**config.mk**
```make
export PLATFORM = sky130hd
export DESIGN_NAME = powerup_config_select_loader
export DESIGN_NICKNAME = d
export VERILOG_FILES = /design/src/rtl/cfg_loader_pkg.sv /design/src/rtl/powerup_config_select_loader.sv
export VERILOG_INCLUDE_DIRS = /design/src /design/src/rtl
export SDC_FILE = /design/constraint.sdc
export NUM_CORES = 1
export LEC_CHECK = 0
export BUFFER_PORTS_ARGS = -buffer_cell sky130_fd_sc_hd__buf_2
export CAP_MARGIN = 15
export CORE_ASPECT_RATIO = 2
export CORE_MARGIN = 4
export CORE_UTILIZATION = 59
export DETAILED_ROUTE_END_ITERATION = 10
export PLACE_DENSITY = 0.91
export SLEW_MARGIN = 25
export SYNTH_ARGS = -nofsm -noshare
export SYNTH_HDL_FRONTEND = slang
export SYNTH_SLANG_ARGS = --single-unit
```
**constraint.sdc**
```tcl
create_clock -name core_clk -period 5.1 [get_ports core_clk]
set_input_delay 1.02 -clock core_clk [delete_from_list [all_inputs] [get_ports core_clk]]
set_output_delay 1.02 -clock core_clk [all_outputs]
set_load 0.02 [all_outputs]
```
**src/rtl/cfg_loader_defs.svh**
```systemverilog
// Constants for the power-up configuration loader.
// Assumes inclusion by bare name from the loader package and module.
`ifndef CFG_LOADER_DEFS_SVH
`define CFG_LOADER_DEFS_SVH

// Number of stored configurations and index width
`define CFG_COUNT        4
`define CFG_IDX_W        2
// Configuration word width
`define CFG_WORD_W       32
// Clock rate in kHz
`define CLK_KHZ          50000
// Quiet time after power-up before select pins may move, in ms
`define STARTUP_MS       10
// Settle time after a select change, in ms
`define SETTLE_MS        1
// Derived cycle counts
`define STARTUP_CYC      (`STARTUP_MS * `CLK_KHZ)
`define SETTLE_CYC       (`SETTLE_MS * `CLK_KHZ)
// Power-on reset stretch in cycles
`define POR_CYC          16
// Reset value of the bus default configuration word
`define BUS_DEFAULT_RST  32'h0000_0000

`endif

```
**src/rtl/cfg_loader_pkg.sv**
```systemverilog
// Types for the power-up configuration loader.
// Assumes cfg_loader_defs.svh is on the include path.
`include "cfg_loader_defs.svh"

package cfg_loader_pkg;

	// Loader states, one-hot
	typedef enum logic [4:0] {
		ST_POR    = 5'h01,
		ST_SAMPLE = 5'h02,
		ST_LOAD   = 5'h04,
		ST_RUN    = 5'h08,
		ST_SETTLE = 5'h10
	} load_state_t;

	// Source of the active configuration
	typedef enum logic [1:0] {
		SRC_NONE  = 2'h0,
		SRC_STORE = 2'h1,
		SRC_BUS   = 2'h2
	} cfg_src_t;

	// Serial bus write request
	typedef struct packed {
		logic                    valid;
		logic [`CFG_WORD_W-1:0]  data;
	} bus_wr_t;

	// One-time store program request
	typedef struct packed {
		logic                    valid;
		logic [`CFG_IDX_W-1:0]   index;
		logic [`CFG_WORD_W-1:0]  data;
	} store_wr_t;

endpackage

```
**src/rtl/powerup_config_select_loader.sv**
```systemverilog
// Power-up configuration loader: mode strap, select pins, OTP bank store.
// Assumes inputs synchronous to core_clk; the block makes its own reset.
//
// Operation
// - Internal power-on reset starts load sequence
// - Strap latched at reset: low software, high hardware
// - Software mode: bus writes override loaded configuration
// - Hardware mode loads bank {hi,lo} of four
// - Select pins sampled at power-up, bank loaded
// - Hardware mode: select change reloads bank; 1ms settle time
// - Software mode: store load bit picks bus defaults or bank0
// - Banks kept in one-time-programmable store
// - Select pins double as serial bus lines
`timescale 1ns/1ps
`include "cfg_loader_defs.svh"

module powerup_config_select_loader #(
	parameter int STARTUP_CYC = `STARTUP_CYC,
	parameter int SETTLE_CYC  = `SETTLE_CYC
) (
	input  wire logic                        core_clk,
	input  wire logic                        sys_rst,
	input  wire logic                        mode_strap_pin,
	input  wire logic                        config_select_lo,
	input  wire logic                        config_select_hi,
	input  wire logic                        store_load_enable_bit,
	input  wire cfg_loader_pkg::bus_wr_t     bus_wr,
	input  wire cfg_loader_pkg::store_wr_t   store_wr,
	output logic                             hw_mode,
	output logic                             bus_enabled,
	output logic                             bus_wr_denied,
	output logic                             load_bit_rd,
	output logic [`CFG_IDX_W-1:0]            cfg_index,
	output logic [`CFG_WORD_W-1:0]           cfg_word,
	output cfg_loader_pkg::cfg_src_t         cfg_src,
	output logic                             cfg_ready,
	output logic                             align_pulse
);

	////////////////////////////////////////////////////////////////////
	// State and storage

	localparam int CW = 24; // Counter width, holds 10 ms at 50 MHz

	cfg_loader_pkg::load_state_t   st_q, st_d;        // Loader state
	logic [CW-1:0]                 cnt_q, cnt_d;      // Timer
	logic [4:0]                    por_q, por_d;      // Power-on stretch
	logic                          por_done_q, por_done_d;
	logic                          hw_q, hw_d;        // Latched mode
	logic                          ldb_q, ldb_d;      // Latched load bit
	logic [`CFG_IDX_W-1:0]         idx_q, idx_d;      // Active bank
	logic [`CFG_IDX_W-1:0]         sel_q, sel_d;      // Last seen pins
	logic                          started_q, started_d; // Startup over
	logic [`CFG_WORD_W-1:0]        word_q, word_d;    // Active config
	cfg_loader_pkg::cfg_src_t      src_q, src_d;      // Its source
	logic                          deny_q, deny_d;    // Denied write
	logic                          align_q, align_d;  // Divider sync
	logic [`CFG_WORD_W-1:0]        bus_def_q;         // Bus defaults
	// One-time store: four banks and their written flags
	logic [`CFG_WORD_W-1:0]        otp_q [`CFG_COUNT];
	logic [`CFG_COUNT-1:0]         otp_set_q;

	logic [`CFG_IDX_W-1:0]         sel_now;           // Pins as index

	// Bank index straight from the pins
	assign sel_now = {config_select_hi, config_select_lo};

	////////////////////////////////////////////////////////////////////
	// One-time store, each bank writable once

	genvar g;
	generate
		for (g = 0; g < `CFG_COUNT; g++) begin : g_bank
			always_ff @(posedge core_clk) begin
				if (sys_rst) begin
					otp_set_q[g] <= 1'b0;
					otp_q[g]     <= '0;
				end else if (store_wr.valid && !otp_set_q[g] &&
					store_wr.index == `CFG_IDX_W'(g)) begin
					// Program once, later writes ignored
					otp_set_q[g] <= 1'b1;
					otp_q[g]     <= store_wr.data;
				end
			end
		end
	endgenerate

	// Bus default word, fixed reset value
	always_ff @(posedge core_clk) begin
		bus_def_q <= `BUS_DEFAULT_RST;
	end

	////////////////////////////////////////////////////////////////////
	// Next-state logic

	always_comb begin
		st_d       = st_q;
		cnt_d      = cnt_q;
		por_d      = por_q;
		por_done_d = por_done_q;
		hw_d       = hw_q;
		ldb_d      = ldb_q;
		idx_d      = idx_q;
		sel_d      = sel_q;
		started_d  = started_q;
		word_d     = word_q;
		src_d      = src_q;
		deny_d     = 1'b0;
		align_d    = 1'b0;
		// Startup timer runs once after power-up
		if (!started_q && st_q != cfg_loader_pkg::ST_POR) begin
			if (cnt_q >= CW'(STARTUP_CYC - 1))
				started_d = 1'b1;
		end
		case (st_q)
			cfg_loader_pkg::ST_POR: begin
				// Own reset stretch, entered after sys_rst or from an illegal state
				if (por_q == 5'(`POR_CYC - 1)) begin
					por_done_d = 1'b1;
					st_d       = cfg_loader_pkg::ST_SAMPLE;
				end else begin
					por_d = por_q + 5'h01;
				end
				cnt_d = '0;
			end
			cfg_loader_pkg::ST_SAMPLE: begin
				// Latch strap and pins at reset end
				hw_d  = mode_strap_pin;
				ldb_d = store_load_enable_bit;
				sel_d = sel_now;
				idx_d = mode_strap_pin ? sel_now : '0;
				st_d  = cfg_loader_pkg::ST_LOAD;
				cnt_d = cnt_q + CW'(1);
			end
			cfg_loader_pkg::ST_LOAD: begin
				if (hw_q) begin
					word_d = otp_q[idx_q];
					src_d  = cfg_loader_pkg::SRC_STORE;
				end else if (ldb_q) begin
					word_d = bus_def_q; // Bus defaults
					src_d  = cfg_loader_pkg::SRC_BUS;
				end else begin
					word_d = otp_q[0]; // Bank 0
					src_d  = cfg_loader_pkg::SRC_STORE;
				end
				align_d = hw_q; // Outputs aligned on load in hardware mode only
				st_d    = cfg_loader_pkg::ST_RUN;
				cnt_d   = started_q ? '0 : cnt_q + CW'(1);
			end
			cfg_loader_pkg::ST_RUN: begin
				if (!started_q)
					cnt_d = cnt_q + CW'(1);
				if (hw_q) begin
					// Pins moved after startup: reload
					if (started_q && sel_now != sel_q) begin
						sel_d = sel_now;
						idx_d = sel_now;
						st_d  = cfg_loader_pkg::ST_SETTLE;
						cnt_d = '0;
					end
					deny_d = bus_wr.valid;
				end else if (bus_wr.valid) begin
					// Pins act as bus, writes override
					word_d = bus_wr.data;
					src_d  = cfg_loader_pkg::SRC_BUS;
				end
			end
			cfg_loader_pkg::ST_SETTLE: begin
				// Load new bank then hold off for settle time
				if (cnt_q == '0) begin
					word_d  = otp_q[idx_q];
					align_d = 1'b1;
				end
				deny_d = bus_wr.valid;
				if (cnt_q >= CW'(SETTLE_CYC - 1)) begin
					st_d  = cfg_loader_pkg::ST_RUN;
					cnt_d = '0;
				end else begin
					cnt_d = cnt_q + CW'(1);
				end
			end
			default: st_d = cfg_loader_pkg::ST_POR;
		endcase
	end

	////////////////////////////////////////////////////////////////////
	// Registers

	always_ff @(posedge core_clk) begin
		if (sys_rst) begin
			st_q       <= cfg_loader_pkg::ST_POR;
			cnt_q      <= '0;
			por_q      <= '0;
			por_done_q <= 1'b0;
			hw_q       <= 1'b0;
			ldb_q      <= 1'b0;
			idx_q      <= '0;
			sel_q      <= '0;
			started_q  <= 1'b0;
			word_q     <= '0;
			src_q      <= cfg_loader_pkg::SRC_NONE;
			deny_q     <= 1'b0;
			align_q    <= 1'b0;
		end else begin
			st_q       <= st_d;
			cnt_q      <= cnt_d;
			por_q      <= por_d;
			por_done_q <= por_done_d;
			hw_q       <= hw_d;
			ldb_q      <= ldb_d;
			idx_q      <= idx_d;
			sel_q      <= sel_d;
			started_q  <= started_d;
			word_q     <= word_d;
			src_q      <= src_d;
			deny_q     <= deny_d;
			align_q    <= align_d;
		end
	end

	////////////////////////////////////////////////////////////////////
	// Outputs, all from flip-flops

	always_ff @(posedge core_clk) begin
		if (sys_rst) begin
			hw_mode     <= 1'b0;
			bus_enabled <= 1'b0;
			load_bit_rd <= 1'b0;
			cfg_ready   <= 1'b0;
		end else begin
			hw_mode     <= hw_d;
			// Held shut until the strap is latched, no open cycle
			bus_enabled <= por_done_d && !hw_d &&
				st_q != cfg_loader_pkg::ST_POR;
			load_bit_rd <= hw_d ? 1'b0 : ldb_d; // Reads 0 in hw
			cfg_ready   <= st_d == cfg_loader_pkg::ST_RUN;
		end
	end

	assign cfg_index     = idx_q;
	assign cfg_word      = word_q;
	assign cfg_src       = src_q;
	assign bus_wr_denied = deny_q;
	assign align_pulse   = align_q;

	////////////////////////////////////////////////////////////////////
	// Checks

	a_hw_bus_deny: assert property (@(posedge core_clk) disable iff (sys_rst)
		hw_q && st_q == cfg_loader_pkg::ST_RUN && bus_wr.valid |=>
		bus_wr_denied && $stable(cfg_word))
		else $error("bus write accepted in hardware mode");

	a_sw_override: assert property (@(posedge core_clk) disable iff (sys_rst)
		!hw_q && st_q == cfg_loader_pkg::ST_RUN && bus_wr.valid |=>
		cfg_word == $past(bus_wr.data))
		else $error("bus write did not override");

	a_mode_held: assert property (@(posedge core_clk) disable iff (sys_rst)
		por_done_q && $past(por_done_q, 2) |-> $stable(hw_mode))
		else $error("mode changed after sampling");

	a_bus_closed_hw: assert property (@(posedge core_clk) disable iff (sys_rst)
		st_q == cfg_loader_pkg::ST_SAMPLE || hw_q |-> !bus_enabled)
		else $error("bus enabled in hardware mode");

	a_load_bit_hw: assert property (@(posedge core_clk) disable iff (sys_rst)
		hw_mode |-> !load_bit_rd)
		else $error("load bit reads one in hardware mode");

	a_por_done: assert property (@(posedge core_clk) disable iff (sys_rst)
		$rose(por_done_q) |-> ##2 cfg_src != cfg_loader_pkg::SRC_NONE)
		else $error("no configuration after internal reset");

	a_hw_index: assert property (@(posedge core_clk) disable iff (sys_rst)
		st_q == cfg_loader_pkg::ST_SAMPLE && mode_strap_pin |=>
		cfg_index == $past(sel_now) ##1 cfg_word == otp_q[cfg_index])
		else $error("wrong bank loaded at power-up");

	a_sel_reload: assert property (@(posedge core_clk) disable iff (sys_rst)
		hw_q && started_q && st_q == cfg_loader_pkg::ST_RUN &&
		sel_now != sel_q |=> cfg_index == $past(sel_now)
		##1 cfg_word == otp_q[cfg_index] && !cfg_ready)
		else $error("select change not reloaded");

	a_otp_once: assert property (@(posedge core_clk) disable iff (sys_rst)
		otp_set_q[0] |=> $stable(otp_q[0]))
		else $error("store bank rewritten");

endmodule // powerup_config_select_loader

```
==> results of run 1 <==
## worst max-delay path, stage by stage (launching register included)
cell	delay, ps
dfxtp_1	480
nor2_1	110
and3_2	500
a21oi_1	240
o211a_2	570
buf_4	490
nor2_1	100
a311oi_1	300
## metrics by stage
| stage | hold slack, ps | total power (W) | utilization | instances |
|---|---|---|---|---|
| final | 476 | 0.00369 | 0.685 | 1171 |
| after CTS | 472 | 0.00370 | 0.685 | 1170 |
| after floorplan | 429 | 0.00204 | - | 862 |
| after global routing | 480 | 0.00379 | 0.685 | 1170 |
| after global placement | 446 | 0.00211 | 0.644 | 1137 |
| after detailed placement | 458 | 0.00213 | 0.644 | 1137 |
## placed cells by master, fill, tap and decap left out, drive strengths merged, types with 10 or more instances in the layout
master | Yosys | routed
and2 | 131 | 131
o21ai | 42 | 42
dfxtp | 87 | 87
edfxtp | 128 | 128
inv | 11 | 11
nor2 | 77 | 77
nand3 | 14 | 14
buf | 24 | 132
mux4 | 32 | 32
a221o | 36 | 36
and3 | 17 | 17
nand2 | 57 | 57
nor3 | 17 | 17
a31oi | 10 | 10
clkbuf | 40 | 24
a311oi | 31 | 31
a21oi | 21 | 21
## cell type report
cell class | count | area, µm²
clock buffer | 24 | 514
multi-input combinational | 572 | 4150
antenna | 1 | 2.50
fill | 1149 | 5250
sequential | 215 | 5590
tap | 207 | 259
inverter | 11 | 41.3
clock inverter | 9 | 174
timing repair buffer | 132 | 703
## metal layers
metal / up-vias / track usage / routed length, µm
li1: 3399 / - / -
met1: 3614 / 0.273 / 8090
met4: 0 / 0.121 / 1080
met5: - / 0 / 0
met3: 90 / 0.0378 / 1690
met2: 354 / 0.491 / 14000
## path summary, 6_finish.rpt
check / from / to / slack, ps / depth (start not counted)
min: cfg_src[1] / cfg_src[1] / 480 / 2
min reg2reg: cfg_src[1] / cfg_src[1] / 480 / 2
max reg2reg: st_q[4] / cfg_word[3] / 2200 / 7
max: st_q[4] / cfg_word[3] / 2200 / 7
## where the power goes
part	internal [W]	leakage, nW	switching [W]	total [W]
Clock	0.000969	0.329	0.000628	0.00160
Combinational	0.0000711	2.00	0.0000978	0.000169
Sequential	0.00190	2.05	0.0000241	0.00192
Total	0.00294	4.38	0.000750	0.00369
## registers in the layout (all words and copies together) (netlist names), 2 cells and up, named ones only
signal / count
cnt_q: 24
cfg_src: 2
st_q: 5
otp_set_q: 4
cfg_word: 32
por_q: 5
otp_q: 128
sel_q: 2
cfg_index: 2
## cells by family (layout without fill, tap and decap cells)
family                     Yosys count  count (layout)  synth area share
muxes                               37              37            0.0772
buffers and inverters               75             176            0.0327
DFF                                215             215             0.560
AOI/OAI and AO/OA                  173             173             0.128
adders and majority gates            5               5           0.00627
xor gates and xnor gates             9               9           0.00790
and+or+nand+nor                    348             348             0.188
other                                0               1                 0
==> results.cfg, run 1 <==
[run_status]
status = completed

[timing]
setup_viol = 0
fin_ws_ps = 2200
fmax_ghz = 0.345
tns_ps = 0
rsz0062_at_grt = no
worstMarginPinSlew_ps = 985
slew_headroom = 0.343
fin_worst_skew_ps = 9.89
finalCriticalPeriod_ps = 2900
fin_crit_sh = 0.568
slew_violations = 0
hold_violations = 0

[clocking]
cts_tree = yes
cts_resized = 0
cts.clk_slew.worst_paths_ps = 70
cts_max_path_buffers = 3
clock_latency_ps = 490
clock-sinks = 215
cts-root-buf = clkbuf_16
post_cts_buffers = 0
ctsHtreeMaxLevel = 1
ctsHoldBuffers = 0
cts_buffers = 19

[floorplanning]
dieHeight_um = 192
core_area_mm2 = 0.0167
fp.dieArea_mm2 = 0.0192
std_cell_rows = 67
die_w_um = 100
start_util = 0.598
ios = 116

[route]
first_iter_violations = 537
drt-total-wl_mm = 24.8
first_pass_iters = 5
wl_per_cell_um = 21.2
viasPerCell = 6.37
drcViolationCount = 0
num_vias = 7457
antenna_left = 0

[yosys]
seq_area_frac_synth = 0.560
synth_top_area_frac = 0.385
synth_commonest_cells = 130 x and2_1, 128 x edfxtp_1, 87 x dfxtp_1
synth.area.top_cells = edfxtp_1 39%, dfxtp_1 17%, and2_1 8.1%, mux4_2 7.2%, a221o_1 3.6%
synth_cell_types = 61
synth_flop_cell = edfxtp_1
syn_area_mm2 = 0.00998
async_reset_ff_frac = 0
synth_edf_count = 128
synth_area_per_cell_um2 = 11.6
syn-num-nets = 941
synth-seq-cells = 215
yosysMostFrequentCell = and2_1
syn_inst = 862
yosys.area.top_type = edfxtp_1
ys_warn_count = 0

[global_routing]
grt_max_degree = 42
grt_pass1_wl_mm = 38.6
grtUsageTotal = 0.258
antenna_found_initial = 0
grt_remaining_overflow = 0
grt_pass1_vias = 7581

[placement]
gp_congestion = 0.876
dpl.hpwl_mm = 16.8
io_buffers = 115
dpl_cell_area_mm2 = 0.0107
pre_cts_ws_ps = 1990

[pwr]
max-vdd-ir-drop_v = 0.000314
power_density_mw_per_mm2 = 323
power_leakage_nw = 4.38

[final_layout]
area_delta_synth_final_pct = 14.6
drive_above_1_share = 0.231
stdcell_area_mm2 = 0.0114
fin_nets = 1030

[critical_path]
crit_type = flop to flop
start_kind = flop
crit_arrival_ps = 3280
cp_max_fo = 40
required_ps = 5480
critPathCaptureType = flop

[job]
cap_viol_max_count = 0

[worst_hold_path]
hold_path.class = flop to flop
No activity file was read; power rests on OpenSTA's default activity.
==> inputs of run 2 (changes only) <==
- CORE_UTILIZATION: 59 -> 53
- PLACE_DENSITY: 0.91 -> 0.87
- clock period: 5.1 -> 2.5 ns (I/O delays scaled with it)
==> run 2 against run 1 <==
Effect of this change: critical path depth is 3 higher; via count grew 2.3%; die area rose by 11%; clock skew up 2.1 ps; largest cell class unchanged; highest routed layer unchanged.
==> results.cfg, run 2 (same netlist as run 1, synthesis figures left out) <==
[run_status]
status = completed

[timing]
hold_violations = 0
fmax_ghz = 0.431
fin_ws_ps = 179
slew_violations = 0
worstMarginPinSlew_ps = 689
setup_viol = 0
fin_crit_sh = 0.928
finalCriticalPeriod_ps = 2320
rsz0062_at_grt = no
slew_headroom = 0.537
fin_worst_skew_ps = 12.0
fin_hold_ws_ps = 283

[placement]
pre_cts_ws_ps = 153
dpl_cell_area_mm2 = 0.0110
io_buffers = 115
gp_congestion = 0.923
dp_cells = 1168
dpl.hpwl_mm = 17.9

[final_layout]
final_cell_mix = 130 x and2_1, 128 x edfxtp_1, 115 x buf_2
instances_no_fill = 1210
stdcell_area_mm2 = 0.0116
fin_nets = 1053
largest-register = otp_q
final_common_cell = and2_1
largest_register_ffs = 128
num-fill-cells = 1407
area_delta_synth_final_pct = 16.5
drive_above_1_share = 0.248

[critical_path]
reg2reg_depth = 10
critPathCaptureType = flop
regToRegStartpoint = cnt_q[0]
crit_arrival_ps = 2720
start_kind = flop
cp_max_fo = 64
required_ps = 2900
crit_type = flop to flop
rrSetupSlack_ps = 180
reg2reg_to = cfg_word[10]

[route]
num_vias = 7630
first_pass_iters = 6
viasPerCell = 6.31
drt-total-wl_mm = 26.6
antenna_left = 0
first_iter_violations = 755
wl_per_cell_um = 22.0
drcViolationCount = 0

[floorplanning]
start_util = 0.543
std_cell_rows = 70
die_w_um = 105
fp.dieArea_mm2 = 0.0212
dieHeight_um = 202
ios = 116
core_area_mm2 = 0.0184

[clocking]
cts_tree = yes
clock-sinks = 215
post_cts_buffers = 0
cts_buffers = 20
clock_latency_ps = 500
cts.clk_slew.worst_paths_ps = 70
cts_max_path_buffers = 3
ctsHtreeMaxLevel = 1
cts-root-buf = clkbuf_16
ctsHoldBuffers = 0

[pwr]
switching_share = 0.217
intPower_w = 0.00568
p_switching_w = 0.00157
p_comb_frac = 0.049
power_leakage_nw = 4.48
clkPwrFrac = 0.409
power_density_mw_per_mm2 = 624
max-vdd-ir-drop_v = 0.000478
seq_power_share = 0.541

[global_routing]
grt_pass1_vias = 7909
grt_pass1_wl_mm = 41.7
antenna_found_initial = 4
grtUsageTotal = 0.249
grt_max_degree = 65
grt_remaining_overflow = 0

[worst_hold_path]
hold_start = config_select_lo
hold_path.class = primary input to flop
min_delay_path_depth = 3
worst_hold_path.endpoint = sel_q[0]

[job]
cap_viol_max_count = 0
==> run 2: cell types whose count changed in the layout (fill, tap and decap cells not counted), moves of 2 or more <==
| cell | change |
|---|---|
| buf_4 | +18 |
| diode_2 | +5 |
| buf_12 | +4 |
| bufinv_16 | -4 |
| clkinv_2 | +3 |
| clkinv_4 | +3 |
| clkbuf_16 | +2 |
| clkbuf_8 | -2 |
| clkinv_1 | +2 |
==> run 2: critical path, cell delays in order, from the launching register on <==
cell and delay, ps:
dfxtp_1 320, buf_4 150, inv_1 70, ha_1 140, nor4b_1 240, nand4_1 140
nor2_1 250, o211a_2 250, buf_12 280, nor2_1 100, a311oi_1 280
==> run 2: how the worst max path moves through the flow <==
stage | startpoint | to | slack [ps] | depth (start not counted)
6_report | cnt_q[0] | cfg_word[10] | 180 | 10
5_1_grt | cnt_q[0] | cfg_word[18] | 2 | 10
4_1_cts | cnt_q[1] | cnt_q[17] | 140 | 8
3_5_place_dp | store_wr[33] | otp_q[0][12] | 150 | 5
3_3_place_gp | store_wr[33] | otp_q[0][5] | 200 | 5
2_1_floorplan | store_wr[32] | otp_q[0][0] | -120 | 2
==> run 2: per-layer routing <==
metal	part of all wire	vias to the layer above	wire (µm)	GRT usage
met5	0	-	0	0
met4	0.046	0	1210	0.129
met3	0.068	81	1800	0.0304
met2	0.55	366	14600	0.475
met1	0.34	3736	8960	0.263
li1	-	3447	-	-
==> run 2: power groups by stage <==
stage	clock, W	sequential (W)	combinational [W]
after detailed placement	0	0.00400	0.000350
after CTS	0.00300	0.00392	0.000355
after global routing	0.00313	0.00393	0.000386
final	0.00297	0.00393	0.000357
after floorplan	0	0.00398	0.000185
after global placement	0	0.00399	0.000337
==> run 2: metrics by stage <==
stage	total power, W	utilization	setup TNS, ps
after floorplan	0.00417	-	-7610
after global placement	0.00432	0.596	0
after detailed placement	0.00435	0.596	0
after CTS	0.00728	0.631	0
after global routing	0.00745	0.632	0
final	0.00725	0.632	0
==> run 2: final cells by class <==
cell class | instances | area (µm²) | share of cell area
flip-flops and latches | 215 | 5590 | 0.481
clock inverters | 12 | 95.1 | 0.00818
inverters | 11 | 41.3 | 0.00355
diodes | 6 | 15.0 | 0.00129
clock buffers | 24 | 537 | 0.0462
well taps | 216 | 270 | 0.0232
repair buffers | 154 | 918 | 0.0790
multi-input cells | 572 | 4160 | 0.358
==> run 2: timing repair <==
item	CTS	global route
endpoints found under the setup margin	0	5
hold endpoints to repair	0	0
resized for setup	0	1
==> inputs of run 3 (changes only) <==
- PLACE_DENSITY: 0.87 -> 0.74
- RECOVER_POWER: default -> 50
==> run 3 against run 2 <==
Effect of this change: first-iteration DRC count fell by 26%; clock-buffer cell count rose by 2; critical path depth fell by 3; highest routed layer unchanged; core utilization fell by 0.78 points; critical path type unchanged.
==> results.cfg, run 3 (same netlist as run 1, synthesis figures left out) <==
[final_layout]
num-fill-cells = 1502
largest_register_ffs = 128
instances_no_fill = 1200
fin_nets = 1048
final_common_cell = edfxtp_1
largest-register = otp_q
final_cell_mix = 128 x edfxtp_1, 94 x and2_1, 94 x buf_2
drive_above_1_share = 0.214
ff_latch_area_mm2 = 0.00559
area_delta_synth_final_pct = 15.1
stdcell_area_mm2 = 0.0115
multi_input_area_mm2 = 0.00412

[route]
antenna_left = 0
num_vias = 7352
drcViolationCount = 0
viasPerCell = 6.13
first_pass_iters = 4
wl_per_cell_um = 20.9
drt-total-wl_mm = 25.1
first_iter_violations = 559

[timing]
fin_worst_skew_ps = 10.6
finalCriticalPeriod_ps = 2410
slew_headroom = 0.331
rsz0062_at_grt = no
fmax_ghz = 0.416
fin_ws_ps = 94.0
fin_hold_ws_ps = 283
worstMarginPinSlew_ps = 1000
setup_viol = 0
slew_violations = 0
fin_crit_sh = 0.962
hold_violations = 0

[pwr]
clkPwrFrac = 0.407
max-vdd-ir-drop_v = 0.000566
power_leakage_nw = 4.31
intPower_w = 0.00566
switching_share = 0.211
fin_total_pwr_w = 0.00717
p_switching_w = 0.00151
power_density_mw_per_mm2 = 624
seq_power_share = 0.546
p_comb_frac = 0.047

[placement]
dpl.hpwl_mm = 16.4
dp_cells = 1163
gp_congestion = 0.858
io_buffers = 115
pre_cts_ws_ps = 108
dpl_cell_area_mm2 = 0.0110

[global_routing]
grt_use_met1 = 0.239
antenna_found_initial = 2
grt_max_degree = 65
grt_pass1_wl_mm = 39.3
grt_util_met2 = 0.460
grtUsageTotal = 0.235
met3_usage = 0.0320
grt_pass1_vias = 7571
busiest_layer = met2
grt_remaining_overflow = 0

[floorplanning]
core_area_mm2 = 0.0184
ios = 116
die_w_um = 105
fp.dieArea_mm2 = 0.0212
dieHeight_um = 202
start_util = 0.543
std_cell_rows = 70

[critical_path]
reg2reg_to = cnt_q[22]
slowest_stage = or4_4
path_cells = ha_1 -> and4_4 -> nand4_4 -> or4_4 -> or2_0 -> and3_1 -> a221o_1
crit_arrival_ps = 2780
critPathTopFamily = simple AND/OR/NAND/NOR gates
start_kind = flop
rrSetupSlack_ps = 90
path_depth = 7
slowest_delay_ps = 540
required_ps = 2870
critical_path_buf_inv_count = 0
regToRegStartpoint = cnt_q[1]
critPathCaptureType = flop
cp_max_fo = 6
crit_type = flop to flop
reg2reg_depth = 7

[clocking]
cts_max_path_buffers = 3
cts.clk_slew.worst_paths_ps = 70
ctsHoldBuffers = 0
cts_tree = yes
ctsHtreeMaxLevel = 1
clock-sinks = 215
cts_buffers = 20
cts-root-buf = clkbuf_16
post_cts_buffers = 0
cts_resized = 0
clock_latency_ps = 490

[worst_hold_path]
hold_path.class = primary input to flop
hold_start = config_select_lo
worst_hold_path.endpoint = sel_q[0]
min_delay_path_depth = 3

[run_status]
status = completed

[job]
cap_viol_max_count = 0
[run 3: metrics by stage]
step	TNS, ps	util
CTS	0	0.630
floorplan	-7610	-
global placement	0	0.596
detailed placement	0	0.596
global route	0	0.624
finish	0	0.624
[run 3: how the worst max path moves through the flow]
stage          slack, ps           to         start
2_1_floorplan       -120  otp_q[0][0]  store_wr[32]
3_3_place_gp         190    cnt_q[22]      cnt_q[1]
3_5_place_dp         110    cnt_q[22]      cnt_q[1]
4_1_cts              110    cnt_q[22]      cnt_q[1]
5_1_grt                8    cnt_q[22]      cnt_q[1]
6_report              90    cnt_q[22]      cnt_q[1]
[run 3: layer usage]
layer | share of wire | wire length (µm)
met3 | 0.054 | 1370
met1 | 0.34 | 8540
met4 | 0.039 | 986
met5 | 0 | 0
met2 | 0.57 | 14200
[run 3: area by class of cell]
cell class | instances | share of cell area
Antenna cell | 2 | 0.000436
Inverter | 11 | 0.00360
Multi-Input combinational cell | 572 | 0.359
Tap cell | 216 | 0.0235
Sequential cell | 215 | 0.487
Clock buffer | 26 | 0.0474
Clock inverter | 9 | 0.00610
Timing Repair Buffer | 149 | 0.0733
[run 3: power by group through the flow]
stage	sequential (W)	combinational [W]	clock, W
6_report	0.00392	0.000335	0.00292
5_1_grt	0.00393	0.000366	0.00310
4_1_cts	0.00392	0.000355	0.00296
3_5_place_dp	0.00399	0.000352	0
3_3_place_gp	0.00399	0.000345	0
2_1_floorplan	0.00398	0.000185	0
[run 3: worst reg2reg max path: cells and delay by family (launching register included)]
| kind | cells | cell delay [ps] |
|---|---|---|
| adder cells (fa/ha/maj) | 1 | 250 |
| AND/OR/NAND/NOR | 5 | 1410 |
| flip-flops | 1 | 390 |
| AO/OA/AOI/OAI | 1 | 250 |
